==> src/rtl/intc_consts.svh <==
// Constants for the prioritized interrupt controller: SFR addresses,
// bit positions, reset values, vectors and response timing.
// Assumes inclusion by bare name from the rtl folder.
`ifndef INTC_CONSTS_SVH
`define INTC_CONSTS_SVH

// SFR addresses
`define INTC_ADDR_IEN0 8'hA8
`define INTC_ADDR_IEN1 8'hB8
`define INTC_ADDR_IEN2 8'h9A
`define INTC_ADDR_PRIO_LOW 8'hA9
`define INTC_ADDR_PRIO_HIGH 8'hB9
`define INTC_ADDR_EXT_FLAGS 8'hC0
`define INTC_ADDR_WDI 8'hE8

// Enable register 0 fields
`define INTC_IEN0_GLOBAL 7
`define INTC_IEN0_SER0 4
`define INTC_IEN0_TMR1 3
`define INTC_IEN0_EXT1 2
`define INTC_IEN0_TMR0 1
`define INTC_IEN0_EXT0 0
`define INTC_IEN0_MASK 8'h9F
// Enable register 1: ext2..ext6 at bits 1..5
`define INTC_IEN1_EXT2 1
`define INTC_IEN1_MASK 8'h3E
// Enable register 2
`define INTC_IEN2_SER1 0
`define INTC_IEN2_MASK 8'h01

// Low priority register: bits 5..0 groups, bit 6 watchdog select
`define INTC_PRIO_LOW_MASK 8'h7F
`define INTC_PRIO_HIGH_MASK 8'h3F
`define INTC_WDT_SELECT_BIT 6

// Watchdog and flag register fields
`define INTC_WDI_XFER_FLAG 0
`define INTC_WDI_RTC_FLAG 1
`define INTC_WDI_XFER_EN 2
`define INTC_WDI_RTC_EN 3
`define INTC_WDI_MASK 8'h0F

// Reset values
`define INTC_RESET_BYTE 8'h00

// Edge sense per capture bit: ext0..ext5, xfer, rtc, ext6 combine
`define INTC_RISING_MASK 9'h1D3

// Vectors in polling order
`define INTC_VEC_EXT0 16'h0003
`define INTC_VEC_SER1 16'h0083
`define INTC_VEC_TMR0 16'h000B
`define INTC_VEC_EXT2 16'h004B
`define INTC_VEC_EXT1 16'h0013
`define INTC_VEC_EXT3 16'h0053
`define INTC_VEC_TMR1 16'h001B
`define INTC_VEC_EXT4 16'h005B
`define INTC_VEC_SER0 16'h0023
`define INTC_VEC_EXT5 16'h0063
`define INTC_VEC_EXT6 16'h006B

// Response timing in machine cycles (one core clock each)
`define INTC_DETECT_CYCLES 1
`define INTC_LCALL_CYCLES 6

`endif

==> src/rtl/intc_pkg.sv <==
// Types shared by the interrupt controller modules.
// Assumes nothing beyond a SystemVerilog compiler.
`default_nettype none
package intc_pkg;
	typedef logic [1:0] level_type;
	typedef logic [3:0] src_index_type;
	typedef enum logic [2:0] {
		ST_IDLE = 3'b001,
		ST_DETECT = 3'b010,
		ST_CALL = 3'b100
	} state_type;
endpackage : intc_pkg
`default_nettype wire

==> src/rtl/edge_capture.sv <==
// Per-bit edge detector with a selectable sense per bit.
// Assumes inputs already on core_clk; the first cycle after reset is ignored.
`default_nettype none
module edge_capture #(
	parameter int WIDTH = 9,
	parameter logic [WIDTH-1:0] RISING = '1
) (
	input wire logic core_clk,
	input wire logic arst_n,
	input wire logic [WIDTH-1:0] level,
	output logic [WIDTH-1:0] pulse
);
	logic [WIDTH-1:0] prev_r;
	logic primed_r;

	initial begin
		if (WIDTH < 1) $error("edge_capture: WIDTH must be positive");
	end

	// A source already asserted at reset release must not fire
	always_ff @(posedge core_clk or negedge arst_n) begin
		if (!arst_n) begin
			prev_r <= '0;
			primed_r <= 1'b0;
		end else begin
			prev_r <= level;
			primed_r <= 1'b1;
		end
	end

	genvar i;
	for (i = 0; i < WIDTH; i++) begin : g_bit
		assign pulse[i] = primed_r & (RISING[i] ? (level[i] & ~prev_r[i])
			: (~level[i] & prev_r[i]));
	end
endmodule : edge_capture
`default_nettype wire

==> src/rtl/priority_resolver.sv <==
// Picks the highest-level pending request, ties broken by polling order.
// Assumes index i belongs to group i/2 (pairs in polling order).
`default_nettype none
module priority_resolver
	import intc_pkg::*;
#(
	parameter int NUM_SRC = 11,
	parameter int NUM_GROUPS = 6
) (
	input wire logic [NUM_SRC-1:0] pending,
	input wire logic [2*NUM_GROUPS-1:0] groupLevel,
	output logic winValid,
	output intc_pkg::src_index_type winIndex,
	output intc_pkg::level_type winLevel
);
	initial begin
		if (NUM_SRC != 2 * NUM_GROUPS - 1)
			$error("priority_resolver: NUM_SRC must be 2*NUM_GROUPS-1");
		if (NUM_SRC > 16) $error("priority_resolver: index too narrow");
	end

	always_comb begin
		level_type lvl;
		lvl = 2'h0;
		winValid = 1'b0;
		winIndex = 4'h0;
		winLevel = 2'h0;
		// Walk backwards so the earliest poll position wins a tie
		for (int i = NUM_SRC - 1; i >= 0; i--) begin
			lvl = groupLevel[2*(i/2) +: 2];
			if (pending[i] && (!winValid || lvl >= winLevel)) begin
				winValid = 1'b1;
				winIndex = 4'(i);
				winLevel = lvl;
			end
		end
	end
endmodule : priority_resolver
`default_nettype wire

==> src/rtl/prioritized_interrupt_controller.sv <==
// Interrupt priority, vectoring and external-flag logic for the core.
// Assumes sources and core handshakes run on core_clk; one machine
// cycle equals one core clock.
//
// Overview of operation
// - Sources form six groups of pairs in polling order; group 5 is ext 6.
// - Each group level is high bit and low bit; 00 lowest, 11 highest.
// - Ties at one level resolve in the fixed polling order.
// - Each source vectors to its fixed address.
// - Ext 0..6, transfer-done and one-second each have their own enable.
// - Flags set by hardware; ext 0..5 flags clear on service entry.
// - Transfer-done and one-second OR onto ext 6; software clears flags.
// - Both source flags live in the SFR at address E8.
// - Emulator reset leaves the transfer-done flag untouched.
// - Low priority bits 5..0 are groups; bit 6 watchdog only; bit 7 unused.
// - An active routine is preempted only by a strictly higher level.
// - Acknowledge only if nothing of equal or higher level is in service.
// - Response takes at least seven cycles: detect one, call six.
// - Ext 6 fires on an edge of its OR; uncleared flags block new edges.
`include "intc_consts.svh"
`default_nettype none
module prioritized_interrupt_controller
	import intc_pkg::*;
#(
	parameter int NUM_GROUPS = 6
) (
	input wire logic core_clk,
	input wire logic arst_n,
	input wire logic [7:0] sfrAddr,
	input wire logic [7:0] sfrWrData,
	input wire logic sfrWrEn,
	input wire logic sfrRdEn,
	output logic [7:0] sfrRdData,
	input wire logic [5:0] extSource,
	input wire logic transferDoneSource,
	input wire logic oneSecondSource,
	input wire logic timer0OverflowFlag,
	input wire logic timer1OverflowFlag,
	input wire logic serial0RxTxFlags,
	input wire logic serial1RxTxFlags,
	input wire logic instrInProgress,
	input wire logic retiExec,
	input wire logic emulatorReset,
	output logic lcallActive,
	output logic [15:0] intVector,
	output logic serviceEntry,
	output logic timer0Ack,
	output logic timer1Ack,
	output logic [3:0] inService
);
	localparam int NUM_SRC = 2 * NUM_GROUPS - 1;

	initial begin
		if (NUM_GROUPS != 6) $error("controller: six groups are wired");
	end

	// Vector table in polling order
	localparam logic [15:0] VECTORS [NUM_SRC] = '{
		`INTC_VEC_EXT0, `INTC_VEC_SER1, `INTC_VEC_TMR0, `INTC_VEC_EXT2,
		`INTC_VEC_EXT1, `INTC_VEC_EXT3, `INTC_VEC_TMR1, `INTC_VEC_EXT4,
		`INTC_VEC_SER0, `INTC_VEC_EXT5, `INTC_VEC_EXT6
	};

	logic [7:0] ien0_r;
	logic [7:0] ien1_r;
	logic [7:0] ien2_r;
	logic [7:0] prioLow_r;
	logic [7:0] prioHigh_r;
	logic [6:0] extFlag_r;
	logic [6:0] extFlag_nxt;
	logic transferDoneFlag_r;
	logic oneSecondFlag_r;
	logic transferDoneEnable_r;
	logic oneSecondEnable_r;
	logic [3:0] svc_r;
	logic [3:0] svc_nxt;
	state_type state_r;
	logic [2:0] callCount_r;
	src_index_type winIdx_r;
	level_type winLvl_r;

	logic [8:0] edgeLevel;
	logic [8:0] edgePulse;
	logic ext6Combined;
	logic [NUM_SRC-1:0] pending;
	logic [2*NUM_GROUPS-1:0] groupLevel;
	logic winValid;
	src_index_type winIndex;
	level_type winLevel;
	logic svcAny;
	level_type svcTop;
	logic allowed;
	logic ctrlWrite;
	logic takeRequest;
	logic enterService;

	// SFR write decode
	logic wrIen0;
	logic wrIen1;
	logic wrIen2;
	logic wrPrioLow;
	logic wrPrioHigh;
	logic wrExtFlags;
	logic wrWdi;

	assign wrIen0 = sfrWrEn && sfrAddr == `INTC_ADDR_IEN0;
	assign wrIen1 = sfrWrEn && sfrAddr == `INTC_ADDR_IEN1;
	assign wrIen2 = sfrWrEn && sfrAddr == `INTC_ADDR_IEN2;
	assign wrPrioLow = sfrWrEn && sfrAddr == `INTC_ADDR_PRIO_LOW;
	assign wrPrioHigh = sfrWrEn && sfrAddr == `INTC_ADDR_PRIO_HIGH;
	assign wrExtFlags = sfrWrEn && sfrAddr == `INTC_ADDR_EXT_FLAGS;
	assign wrWdi = sfrWrEn && sfrAddr == `INTC_ADDR_WDI;
	// Writes to enable or priority registers hold off an acknowledge
	assign ctrlWrite = wrIen0 | wrIen1 | wrIen2 | wrPrioLow | wrPrioHigh;

	// Enable and priority registers
	always_ff @(posedge core_clk or negedge arst_n) begin
		if (!arst_n) begin
			ien0_r <= `INTC_RESET_BYTE;
			ien1_r <= `INTC_RESET_BYTE;
			ien2_r <= `INTC_RESET_BYTE;
			prioLow_r <= `INTC_RESET_BYTE;
			prioHigh_r <= `INTC_RESET_BYTE;
		end else if (emulatorReset) begin
			ien0_r <= `INTC_RESET_BYTE;
			ien1_r <= `INTC_RESET_BYTE;
			ien2_r <= `INTC_RESET_BYTE;
			prioLow_r <= `INTC_RESET_BYTE;
			prioHigh_r <= `INTC_RESET_BYTE;
		end else begin
			if (wrIen0) ien0_r <= sfrWrData & `INTC_IEN0_MASK;
			if (wrIen1) ien1_r <= sfrWrData & `INTC_IEN1_MASK;
			if (wrIen2) ien2_r <= sfrWrData & `INTC_IEN2_MASK;
			// Bit 7 is dropped; bit 6 is stored but never steers priority
			if (wrPrioLow) prioLow_r <= sfrWrData & `INTC_PRIO_LOW_MASK;
			if (wrPrioHigh) prioHigh_r <= sfrWrData & `INTC_PRIO_HIGH_MASK;
		end
	end

	// Edge sources: ext0..5 with their own sense, the two ext6 sources,
	// and the gated OR that feeds ext6
	assign ext6Combined = (transferDoneFlag_r & transferDoneEnable_r)
		| (oneSecondFlag_r & oneSecondEnable_r);
	assign edgeLevel = {ext6Combined, oneSecondSource, transferDoneSource,
		extSource};

	edge_capture #(
		.WIDTH(9),
		.RISING(`INTC_RISING_MASK)
	) u_edges (
		.core_clk(core_clk),
		.arst_n(arst_n),
		.level(edgeLevel),
		.pulse(edgePulse)
	);

	// Ext flags: set wins over both software clear and service entry
	always_comb begin
		extFlag_nxt = wrExtFlags ? sfrWrData[6:0] : extFlag_r;
		if (enterService) begin
			case (winIdx_r)
				4'h0: extFlag_nxt[0] = 1'b0;
				4'h3: extFlag_nxt[2] = 1'b0;
				4'h4: extFlag_nxt[1] = 1'b0;
				4'h5: extFlag_nxt[3] = 1'b0;
				4'h7: extFlag_nxt[4] = 1'b0;
				4'h9: extFlag_nxt[5] = 1'b0;
				default: ;
			endcase
		end
		// Ext6 only sees a new edge once its sources drop
		extFlag_nxt = extFlag_nxt | {edgePulse[8], edgePulse[5:0]};
	end

	always_ff @(posedge core_clk or negedge arst_n) begin
		if (!arst_n) begin
			extFlag_r <= 7'h00;
		end else if (emulatorReset) begin
			extFlag_r <= 7'h00;
		end else begin
			extFlag_r <= extFlag_nxt;
		end
	end

	// Source flags and enables in the watchdog and flag register
	// Hardware clears only the one-second flag, on emulator reset; otherwise software writes zero
	always_ff @(posedge core_clk or negedge arst_n) begin
		if (!arst_n) begin
			transferDoneFlag_r <= 1'b0;
			oneSecondFlag_r <= 1'b0;
			transferDoneEnable_r <= 1'b0;
			oneSecondEnable_r <= 1'b0;
		end else begin
			if (edgePulse[6])
				transferDoneFlag_r <= 1'b1;
			else if (wrWdi)
				transferDoneFlag_r <= sfrWrData[`INTC_WDI_XFER_FLAG];
			// Emulator reset spares transfer-done; the engine runs on
			if (edgePulse[7])
				oneSecondFlag_r <= 1'b1;
			else if (emulatorReset)
				oneSecondFlag_r <= 1'b0;
			else if (wrWdi)
				oneSecondFlag_r <= sfrWrData[`INTC_WDI_RTC_FLAG];
			if (emulatorReset) begin
				transferDoneEnable_r <= 1'b0;
				oneSecondEnable_r <= 1'b0;
			end else if (wrWdi) begin
				transferDoneEnable_r <= sfrWrData[`INTC_WDI_XFER_EN];
				oneSecondEnable_r <= sfrWrData[`INTC_WDI_RTC_EN];
			end
		end
	end

	// Pending requests in polling order, gated by enables
	always_comb begin
		pending = '0;
		if (ien0_r[`INTC_IEN0_GLOBAL]) begin
			pending[0] = extFlag_r[0] & ien0_r[`INTC_IEN0_EXT0];
			pending[1] = serial1RxTxFlags & ien2_r[`INTC_IEN2_SER1];
			pending[2] = timer0OverflowFlag & ien0_r[`INTC_IEN0_TMR0];
			pending[3] = extFlag_r[2] & ien1_r[`INTC_IEN1_EXT2];
			pending[4] = extFlag_r[1] & ien0_r[`INTC_IEN0_EXT1];
			pending[5] = extFlag_r[3] & ien1_r[`INTC_IEN1_EXT2 + 1];
			pending[6] = timer1OverflowFlag & ien0_r[`INTC_IEN0_TMR1];
			pending[7] = extFlag_r[4] & ien1_r[`INTC_IEN1_EXT2 + 2];
			pending[8] = serial0RxTxFlags & ien0_r[`INTC_IEN0_SER0];
			pending[9] = extFlag_r[5] & ien1_r[`INTC_IEN1_EXT2 + 3];
			pending[10] = extFlag_r[6] & ien1_r[`INTC_IEN1_EXT2 + 4];
		end
	end

	// Level per group: high bit over low bit
	genvar g;
	for (g = 0; g < NUM_GROUPS; g++) begin : g_level
		assign groupLevel[2*g +: 2] = {prioHigh_r[g], prioLow_r[g]};
	end

	priority_resolver #(
		.NUM_SRC(NUM_SRC),
		.NUM_GROUPS(NUM_GROUPS)
	) u_resolver (
		.pending(pending),
		.groupLevel(groupLevel),
		.winValid(winValid),
		.winIndex(winIndex),
		.winLevel(winLevel)
	);

	// Highest level currently in service
	always_comb begin
		svcAny = |svc_r;
		svcTop = 2'h0;
		for (int l = 0; l < 4; l++) begin
			if (svc_r[l]) svcTop = 2'(l);
		end
	end

	assign allowed = !svcAny || winLevel > svcTop;
	assign takeRequest = state_r == ST_IDLE && winValid && allowed
		&& instrInProgress && !retiExec && !ctrlWrite;
	assign enterService = state_r == ST_DETECT;

	// Response sequence: one detect cycle, then the forced call
	always_ff @(posedge core_clk or negedge arst_n) begin
		if (!arst_n) begin
			state_r <= ST_IDLE;
			callCount_r <= 3'h0;
			winIdx_r <= 4'h0;
			winLvl_r <= 2'h0;
		end else if (emulatorReset) begin
			state_r <= ST_IDLE;
			callCount_r <= 3'h0;
		end else begin
			case (state_r)
				ST_IDLE: begin
					if (takeRequest) begin
						winIdx_r <= winIndex;
						winLvl_r <= winLevel;
						state_r <= ST_DETECT;
					end
				end
				ST_DETECT: begin
					callCount_r <= 3'(`INTC_LCALL_CYCLES - 1);
					state_r <= ST_CALL;
				end
				ST_CALL: begin
					if (callCount_r == 3'h0)
						state_r <= ST_IDLE;
					else
						callCount_r <= callCount_r - 3'h1;
				end
				default: state_r <= ST_IDLE;
			endcase
		end
	end

	// In-service levels: push on entry, pop the top on return
	always_comb begin
		svc_nxt = svc_r;
		if (retiExec && svcAny) svc_nxt[svcTop] = 1'b0;
		if (enterService) svc_nxt[winLvl_r] = 1'b1;
	end

	always_ff @(posedge core_clk or negedge arst_n) begin
		if (!arst_n) begin
			svc_r <= 4'h0;
		end else if (emulatorReset) begin
			svc_r <= 4'h0;
		end else begin
			svc_r <= svc_nxt;
		end
	end

	// Core-facing outputs from flip-flops
	always_ff @(posedge core_clk or negedge arst_n) begin
		if (!arst_n) begin
			intVector <= 16'h0000;
			timer0Ack <= 1'b0;
			timer1Ack <= 1'b0;
			serviceEntry <= 1'b0;
		end else begin
			if (enterService) intVector <= VECTORS[winIdx_r];
			timer0Ack <= enterService && winIdx_r == 4'h2;
			timer1Ack <= enterService && winIdx_r == 4'h6;
			serviceEntry <= state_r == ST_CALL && callCount_r == 3'h0;
		end
	end

	assign lcallActive = state_r == ST_CALL;
	assign inService = svc_r;

	// Register read port, one cycle latency; unmapped reads give zero
	always_ff @(posedge core_clk or negedge arst_n) begin
		if (!arst_n) begin
			sfrRdData <= 8'h00;
		end else if (sfrRdEn) begin
			case (sfrAddr)
				`INTC_ADDR_IEN0: sfrRdData <= ien0_r;
				`INTC_ADDR_IEN1: sfrRdData <= ien1_r;
				`INTC_ADDR_IEN2: sfrRdData <= ien2_r;
				`INTC_ADDR_PRIO_LOW: sfrRdData <= prioLow_r;
				`INTC_ADDR_PRIO_HIGH: sfrRdData <= prioHigh_r;
				`INTC_ADDR_EXT_FLAGS: sfrRdData <= {1'b0, extFlag_r};
				`INTC_ADDR_WDI: sfrRdData <= {4'h0, oneSecondEnable_r,
					transferDoneEnable_r, oneSecondFlag_r,
					transferDoneFlag_r};
				default: sfrRdData <= 8'h00;
			endcase
		end
	end
endmodule : prioritized_interrupt_controller
`default_nettype wire

==> config.mk <==
export PLATFORM = sky130hd
export DESIGN_NAME = prioritized_interrupt_controller
export DESIGN_NICKNAME = d
export VERILOG_FILES = /design/src/rtl/intc_pkg.sv /design/src/rtl/edge_capture.sv /design/src/rtl/priority_resolver.sv /design/src/rtl/prioritized_interrupt_controller.sv
export VERILOG_INCLUDE_DIRS = /design/src /design/src/rtl
export SDC_FILE = /design/constraint.sdc
export NUM_CORES = 1
export LEC_CHECK = 0
export ABC_AREA = 1
export BUFFER_PORTS_ARGS = -buffer_cell sky130_fd_sc_hd__buf_4
export CAP_MARGIN = 30
export CORE_ASPECT_RATIO = 1.75
export CORE_UTILIZATION = 59
export CTS_CLUSTER_DIAMETER = 80
export DETAILED_ROUTE_END_ITERATION = 10
export GPL_TIMING_DRIVEN = 0
export HOLD_SLACK_MARGIN = 0.03
export PLACE_DENSITY = 0.81
export SLEW_MARGIN = 10
export SYNTH_ARGS = -nofsm -noshare
export SYNTH_HDL_FRONTEND = slang
export SYNTH_HIERARCHICAL = 1
export SYNTH_SLANG_ARGS = --single-unit
export TNS_END_PERCENT = 100
==> constraint.sdc <==
create_clock -name core_clk -period 14.8 [get_ports core_clk]
set_input_delay 2.96 -clock core_clk [delete_from_list [all_inputs] [get_ports core_clk]]
set_output_delay 2.96 -clock core_clk [all_outputs]
set_load 0.01 [all_outputs]
Yosys cells after proc, flatten, opt, wreduce, memory -nomap -nowiden:

Memory sizes are Yosys's and may differ from the RTL's. A register that Yosys moved wholly into a read port is not among the register bits.
Index checks and enable logic that the tools add are counted.

* add/subtract/negate cells: 1
* $lt $le $gt $ge: 15
* equality and inequality tests: 20
* muxes and demuxes: 80
* bitwise logic cells: 51
* reductions and logical operators: 68

Operators with widths (number)
* 2-to-1 mux 8 bit: 10
* equality test 8 bit, second input constant: 7
* 2-to-1 mux 4 bit: 14
* case mux 8 bit (7 select lines): 1
* AND 1 bit: 31
* 2-to-1 mux 1 bit: 29
* logical AND 1 bit: 28
* 2-to-1 mux 2 bit: 13
* greater-or-equal comparator 2 bit: 10
* equality test 4 x 3 -> 1 bit, second input constant: 4
* 2-to-1 mux 3 bit: 5
* zero test 1 bit: 14
* 2-to-1 mux 7 bit: 2
* nonzero test 2 bit: 7
* logical OR 1 bit: 11
* 2-to-1 mux 11 bit: 1
* inverter 1 bit: 10
* case mux 3 bit (3 select lines): 1
* equality test 4 x 2 -> 1 bit, second input constant: 2
* bitwise OR 7 bit: 1
* less-than comparator 2 x 3 -> 1 bit, second input constant: 2
* 2-to-1 mux 6 bit: 1
* inequality test 3 bit, second input constant: 2
* case mux 3 bit (2 select lines): 1
* 20 further kinds: 28

* bits in registers: 88
* memory bits (read-only): 256
* bits of input ports: 35
* output and inout bits: 32
* memories: 1

Memory list
* (no name shown): words 16, width 16, read ports 1, clocked after Yosys merged registers in 1, write ports 0, RTL line prioritized_interrupt_controller.sv:323 `if (enterService) intVector <= VECTORS[winIdx_r];`

Depth between registers and ports, before layout:

Gate-level depths: netlist of run 1.

* depth in word-level cells: 52
* mapped depth: 95
* gate-level depth less buffers: 95

Hierarchy:

Netlist of run 1, hierarchy kept.

Modules (own cells, without submodules)
* prioritized_interrupt_controller: instances 1, cells an instance 471, area an instance 3758.6 um2, seq. area each 1727.9 um2
* priority_resolver: instances 1, cells an instance 185, area an instance 1029.7 um2, seq. area each 0.0 um2
* edge_capture: instances 1, cells an instance 30, area an instance 332.8 um2, seq. area each 250.2 um2

Worst setup path before layout of run 1:

Ideal clock, no wire load.

* kind: input-to-reg
* start point: input serial0RxTxFlags
* end point: register winIdx_r[1]
* library setup time: 0.117 ns
* arrival time: 11.087 ns
* required time: 14.683 ns
* setup slack: 3.596 ns
* stages: 74
* buffers on the path: 0
* cells stage by stage: nand2_1 nor2_1 nand2_2 inv_1 nand2_1 nand2_1 inv_1 ha_1 o21ai_0 nand3_2 nand2_4 nand2_1 o21ai_0 ha_1 inv_1 nand2_1 nand2_1 nand3_1 [38 not listed] inv_2 nand2_1 nand2_1 ha_1 o21ai_0 a31oi_1 nor2_2 inv_2 nand2_1 nand2_1 ha_1 inv_1 nor2_1 o21ai_0 a21oi_4 nand3_4 nand2_1 nand2_1

* cells in the longest elaborated chain, start to end: 43
* elaborated cells between the ends (all ways): 70

RTL lines
* start: declaration: RTL line prioritized_interrupt_controller.sv:39 `input wire logic serial0RxTxFlags,`
* AND 1 bit *: RTL line prioritized_interrupt_controller.sv:227 `` pending[8] = serial0RxTxFlags & ien0_r[`INTC_IEN0_SER0]; ``
* 2-to-1 mux 11 bit *: RTL line prioritized_interrupt_controller.sv:218 `` if (ien0_r[`INTC_IEN0_GLOBAL]) begin ``
* via pending[8]: RTL line prioritized_interrupt_controller.sv:85 `logic [NUM_SRC-1:0] pending;`
* logical AND 1 bit *: RTL line priority_resolver.sv:31 `if (pending[i] && (!winValid || lvl >= winLevel)) begin`
* 2-to-1 mux 2 bit or 2-to-1 mux 1 bit (tied branches): RTL line priority_resolver.sv:31
* greater-or-equal comparator 2 bit or zero test 1 bit (tied branches): RTL line priority_resolver.sv:31
* logical OR 1 bit: RTL line priority_resolver.sv:31
* logical AND 1 bit: RTL line priority_resolver.sv:31
* [27 not listed]
* logical AND 1 bit: RTL line priority_resolver.sv:31
* 2-to-1 mux 2 bit *: RTL line priority_resolver.sv:31
* via winLevel[1]: RTL line prioritized_interrupt_controller.sv:89 `level_type winLevel;`
* greater-than comparator 2 bit *: RTL line prioritized_interrupt_controller.sv:259 `assign allowed = !svcAny || winLevel > svcTop;`
* logical OR 1 bit *: RTL line prioritized_interrupt_controller.sv:259
* logical AND 1 bit *: RTL line prioritized_interrupt_controller.sv:260 `assign takeRequest = state_r == ST_IDLE && winValid && allowed`
* logical AND 1 bit * (3 in a row): RTL line prioritized_interrupt_controller.sv:261 `&& instrInProgress && !retiExec && !ctrlWrite;`
* AND reduction 3 bit (no source line) *
* end signal: assignment: RTL line prioritized_interrupt_controller.sv:278 `winIdx_r <= winIndex;`
* end: declaration: RTL line prioritized_interrupt_controller.sv:79 `src_index_type winIdx_r;`

The timed path passes the listed nets; every way through them passes the cells marked *.
A chain may end at the register's enable or synchronous reset.

Worst setup path after layout of run 1:

* start point: input serial0RxTxFlags
* end point: register winIdx_r[3]

The elaborated chain is that of the path after synthesis.

==> results.py, run 1 <==
metrics = {
    "run_status": {
        "status": "finished clean",
    },
    "worst_setup_path": {
        "cp_max_fo": 8,
        "worstSetupPathType": "in2reg",
        "crit_path_max_incr_delay_ps": 390,
        "endpoint_kind": "flop",
        "arrival_ps": 12400,
        "slowest_stage": "or3b_1",
        "critPathMostFrequentCell": "nand2_1",
        "cp_top_family": "simple AND/OR/NAND/NOR gates",
        "r2r_slack_ps": 2680,
        "critical_path_buf_inv_count": 11,
        "start_kind": "primary input",
        "cp.required_ps": 15020,
    },
    "power": {
        "finalPower_mw": 0.529,
        "power-per-cell-area_nw_per_um2": 87.5,
        "irDropWorstVdd_mv": 0.0844,
        "leakagePower_nw": 3.18,
    },
    "clock_network": {
        "tritoncts": "done",
        "cts_setup_buffers": 0,
        "insertion_delay_ps": 340,
        "cts_buffer_depth": 2,
        "numCtsBuffers": 9,
        "cts_root_buffer": "clkbuf_16",
        "h-tree-depth": 3,
        "path_clk_slew_ps": 60,
        "cts.sinks": 79,
        "cts_resized": 0,
        "cts_hold_buf": 0,
    },
    "logic_synthesis": {
        "synth_cell_type_count": 46,
        "yosys.area.top_type": "dfrtp_1",
        "synth_area_leaders": "dfrtp_1, nand2_1, inv_1",
        "postSynthCellCount": 686,
        "synth.avg_cell_area_um2": 7.47,
        "synth_area_um2": 5120,
        "synth_top_area_share_pct": 38.1,
        "yosys_warnings": 6,
        "ys_ff_latch": 79,
        "seq_area_frac_synth_pct": 38.6,
    },
    "finish": {
        "n_antenna_cell": 0,
        "mostFrequentLayoutCells": "nand2_1, inv_1, dfrtp_1",
        "fillerInstances": 711,
        "final_nets": 818,
        "fin_cells": 881,
        "areaGrowthSynthToFinish_pct": 18.0,
        "final_common_cell": "nand2_1",
        "drive_above_1_share_pct": 19.6,
    },
    "sta": {
        "finalSetupViolations": 0,
        "relSlewSlack_pct": 49.7,
        "fin_worst_skew_ps": 6.56,
        "tns_ps": 0,
        "fin_crit_sh_pct": 82.3,
        "slew_violations": 0,
        "rsz0062_at_grt": "no",
        "worst_slew_pin_slew_ps": 748,
        "period_needed_ps": 12180,
        "fmax_mhz": 82.1,
        "hold_violations": 0,
    },
    "flow_run": {
        "maxCapViolations": 0,
    },
    "detailed_routing": {
        "wirelength_um": 12900,
        "drc": 0,
        "detail-route-antenna-nets": 0,
        "routedWlPerCell_um": 14.7,
        "vias": 4722,
        "first_pass_iters": 6,
        "drt_iter0_markers": 281,
        "vias_per_cell": 5.36,
    },
    "placement": {
        "globalplace.congestion": 0.945,
        "dp.cells": 864,
        "io_buffers": 55,
        "hpwl_um": 9920,
    },
    "global_route": {
        "grt_use_met3_pct": 5.00,
        "grt_first_pass_wirelength_um": 21300,
        "grt.overflow.total": 0,
        "grt-busiest-layer": "met2",
        "grtUsageTotal_pct": 30.5,
        "grt_use_met2_pct": 53.1,
        "grt_max_degree": 80,
        "use_met1_pct": 33.5,
        "antenna_found_initial": 0,
        "first_global_vias": 4708,
    },
    "floorplan": {
        "die_h_um": 125,
        "io_pins": 67,
        "dieArea_um2": 9070,
        "die_x_um": 72.4,
        "initial_utilization_pct": 61.2,
        "core_um2": 8370,
        "num_rows": 44,
    },
    "worst_hold_path": {
        "hold_path_class": "reg2reg",
    },
}
[metal layers]
| layer | part of all wire (%) | wire length [µm] |
|---|---|---|
| met2 | 52 | 6750 |
| met5 | 0 | 0 |
| met1 | 38 | 4870 |
| met3 | 4.3 | 550 |
| met4 | 5.8 | 755 |
[kinds of logic (layout without fill, tap and decap cells)]
kind of cell	after synthesis	in the layout	synth area share (%)
simple gates	347	347	33.0
fa+ha+maj	22	22	5.37
other cells	2	10	0.147
compound gates	97	97	11.2
mux	1	1	0.220
buf+inv	137	209	11.3
flops	79	79	38.6
xor+xnor	1	1	0.171
[registers in the layout, summed over array words and instances, names as in the netlist, 3 cells and up]
register and count:
u_edges/prev_r 9, sfrRdData 8, extFlag_r 7, prioLow_r 7, ien0_r 6, intVector 6
prioHigh_r 6, ien1_r 5, inService 4, winIdx_r 4, callCount_r 3, state_r 3
[through the flow]
step / worst slack, ps / hold WS [ps] / area (µm²) / util [%]
floorplan: 3600 / 464 / 5150 / -
global placement: 2790 / 466 / 5710 / 68.2
detailed placement: 2350 / 467 / 5710 / 68.2
CTS: 2650 / 489 / 6020 / 71.9
global route: 1400 / 508 / 6040 / 72.2
finish: 2620 / 482 / 6040 / 72.2
[power breakdown]
group / internal [mW] / switching (mW) / leakage, nW
sequential: 0.225 / 0.00666 / 1.05
clock: 0.148 / 0.0868 / 0.147
combinational: 0.0239 / 0.0392 / 1.98
total: 0.396 / 0.133 / 3.18
[cell type report]
class | count | area (µm²) | share of cell area (%)
flip-flops and latches | 79 | 1980 | 32.7
multi-input cells | 478 | 2590 | 42.9
plain buffers | 18 | 131 | 2.17
clock buffers | 12 | 236 | 3.91
repair buffers | 56 | 440 | 7.29
inverters | 119 | 447 | 7.39
clock inverters | 4 | 72.6 | 1.20
well taps | 115 | 144 | 2.38
[cells in the mapped netlist, drive strengths merged]
cell type,count
o21bai,1
nand3b,2
inv,116
or2,4
buf,16
a31oi,1
o211ai,2
o21ai,61
dfrtp,78
clkbuf,2
xor2,1
nand2,217
dfstp,1
nor2,56
nor3,14
o31ai,2
nand3,43
o22ai,7
clkinv,3
nand4,10
ha,22
a21oi,19
o21a,2
o32ai,2
mux2,1
conb,2
or3b,1
[worst reg2reg max path: cells and delay by family, from the launching register on]
| kind | cells | cell delay (ps) |
|---|---|---|
| adder cells (fa/ha/maj) | 11 | 3030 |
| AO/OA/AOI/OAI | 17 | 2820 |
| AND/OR/NAND/NOR | 42 | 4850 |
| flip-flops | 1 | 420 |
| buffers and inverters | 11 | 870 |
[worst paths after layout]
| check | from | endpoint | cells past startpoint |
|---|---|---|---|
| setup reg to reg | ien0_r[7]$_DFFE_PN0P_ | winIdx_r[3]$_DFFE_PN0P_ | 81 |
| hold / removal | sfrRdData[0]$_DFFE_PN0P_ | sfrRdData[0]$_DFFE_PN0P_ | 2 |
| setup / recovery | serial0RxTxFlags | winIdx_r[3]$_DFFE_PN0P_ | 72 |
| max in group asynchronous | arst_n | sfrRdData[7]$_DFFE_PN0P_ | 2 |
| hold reg to reg | sfrRdData[0]$_DFFE_PN0P_ | sfrRdData[0]$_DFFE_PN0P_ | 2 |
| min in group asynchronous | arst_n | callCount_r[2]$_DFFE_PN0P_ | 1 |
Power figures use the tool's default switching activity.
==> run 2, diff against run 1 <==
clock period = 11.5 ns   (was 14.8 ns; I/O delays follow)
==> results.py, run 2 (same netlist as run 1, synthesis figures left out) <==
metrics = {
    "power": {
        "leakagePower_nw": 3.29,
        "finalPower_mw": 0.687,
        "power-per-cell-area_nw_per_um2": 110,
        "irDropWorstVdd_mv": 0.109,
    },
    "detailed_routing": {
        "drc": 0,
        "drt_iter0_markers": 288,
        "vias_per_cell": 5.39,
        "first_pass_iters": 5,
        "vias": 4841,
        "detail-route-antenna-nets": 0,
        "wirelength_um": 13500,
        "routedWlPerCell_um": 15.1,
    },
    "finish": {
        "final_nets": 835,
        "drive_above_1_share_pct": 23.4,
        "final_common_cell": "nand2_1",
        "fillerInstances": 678,
        "n_antenna_cell": 0,
        "areaGrowthSynthToFinish_pct": 22.3,
        "regMostFlops": "u_edges/prev_r",
        "mostFrequentLayoutCells": "nand2_1, inv_1, buf_4",
        "top_regs": "u_edges/prev_r (9), sfrRdData (8)",
        "largest_reg_flops": 9,
    },
    "worst_setup_path": {
        "endpoint_kind": "flop",
        "arrival_ps": 11370,
        "slowest_stage": "or3b_4",
        "worstSetupPathType": "in2reg",
        "crit_path_max_incr_delay_ps": 410,
        "critPathMostFrequentCell": "nand2_1",
        "start_kind": "primary input",
        "cp_top_family": "simple AND/OR/NAND/NOR gates",
        "cp_max_fo": 8,
        "cp.required_ps": 11770,
        "critical_path_buf_inv_count": 14,
    },
    "floorplan": {
        "num_rows": 44,
        "initial_utilization_pct": 61.2,
        "core_um2": 8370,
        "die_x_um": 72.4,
        "dieArea_um2": 9070,
        "die_h_um": 125,
        "io_pins": 67,
    },
    "clock_network": {
        "insertion_delay_ps": 340,
        "cts.sinks": 79,
        "tritoncts": "done",
        "path_clk_slew_ps": 60,
        "numCtsBuffers": 9,
        "cts_root_buffer": "clkbuf_16",
        "cts_hold_buf": 0,
        "cts_buffer_depth": 2,
        "h-tree-depth": 3,
    },
    "global_route": {
        "first_global_vias": 4707,
        "grtUsageTotal_pct": 30.5,
        "antenna_found_initial": 0,
        "grt_max_degree": 80,
        "grt.overflow.total": 0,
        "grt_first_pass_wirelength_um": 21200,
    },
    "sta": {
        "period_needed_ps": 11100,
        "finalSetupViolations": 0,
        "fmax_mhz": 90.1,
        "fin_worst_skew_ps": 7.06,
        "slew_violations": 0,
        "relSlewSlack_pct": 49.9,
        "worst_slew_pin_slew_ps": 746,
        "fin_crit_sh_pct": 96.5,
        "hold_violations": 0,
        "worst_slack_ps": 400,
    },
    "placement": {
        "io_buffers": 55,
        "hpwl_um": 9920,
        "post-place-ws_ps": -500,
        "globalplace.congestion": 0.945,
    },
    "flow_run": {
        "maxCapViolations": 0,
    },
    "run_status": {
        "status": "finished clean",
    },
    "worst_hold_path": {
        "hold_path_class": "reg2reg",
    },
}
-- run 2: cell types whose count changed in the layout (fill, tap and decap cells not counted), sizes merged --
| cell | change |
|---|---|
| clkinv | -1 |
| buf | +17 |
| inv | +1 |
-- run 2: final cells by class --
type,instances,area (µm²),area share [%]
buffer,18,131,2.10
multi-input combinational,478,2680,42.8
clock buffer,12,236,3.77
timing repair buffer,73,568,9.07
sequential,79,1980,31.6
clock inverter,4,72.6,1.16
tap,115,144,2.30
inverter,119,449,7.17
-- run 2: worst reg2reg max path: cells and delay by family (launching register included) --
family / cells / cell delay [ps]
adders and majority gates: 11 / 2920
and+or+nand+nor: 45 / 4490
buffers and inverters: 16 / 1110
DFF: 1 / 360
AOI/OAI and AO/OA: 16 / 2070
-- run 2: repair_timing --
item	4_1_cts	5_1_grt
setup endpoints to repair	8	8
resized for setup	4	27
pin swaps	2	12
setup buffers	0	17
hold endpoints to repair	0	0
-- run 2: stage by stage --
stage / cells / area, µm² / util [%] / setup TNS [ps] / hold slack [ps]
detailed placement: 864 / 5710 / 68.2 / -3730 / 467
CTS: 880 / 6030 / 72.1 / 0 / 489
floorplan: 694 / 5150 / - / 0 / 464
global route: 898 / 6260 / 74.9 / -1910 / 508
finish: 898 / 6260 / 74.9 / 0 / 482
global placement: 864 / 5710 / 68.2 / -92.9 / 466
-- run 2: path summary, 6_finish.rpt --
check	depth (start not counted)	to	slack [ps]	from
setup / recovery	76	winIdx_r[0]$_DFFE_PN0P_	400	serial0RxTxFlags
hold / removal	2	sfrRdData[0]$_DFFE_PN0P_	480	sfrRdData[0]$_DFFE_PN0P_
setup reg to reg	88	winIdx_r[0]$_DFFE_PN0P_	510	extFlag_r[6]$_DFF_PN0_
hold reg to reg	2	sfrRdData[0]$_DFFE_PN0P_	480	sfrRdData[0]$_DFFE_PN0P_
max in group asynchronous	2	ien0_r[7]$_DFFE_PN0P_	9050	arst_n
min in group asynchronous	1	inService[3]$_DFF_PN0_	1850	arst_n
-- run 2: routing by layer --
layer  up-vias  wire length [µm]  GRT usage, %
met2       178              7100          53.1
met1      2272              5050          33.4
met5         -                 0             0
li1       2337                 -             -
met4         0               808          19.6
met3        54               591          5.00
-- run 2: power breakdown --
| group | total [mW] | internal (mW) | switching, mW |
|---|---|---|---|
| Clock | 0.302 | 0.190 | 0.112 |
| Combinational | 0.0862 | 0.0328 | 0.0534 |
| Sequential | 0.298 | 0.289 | 0.00881 |
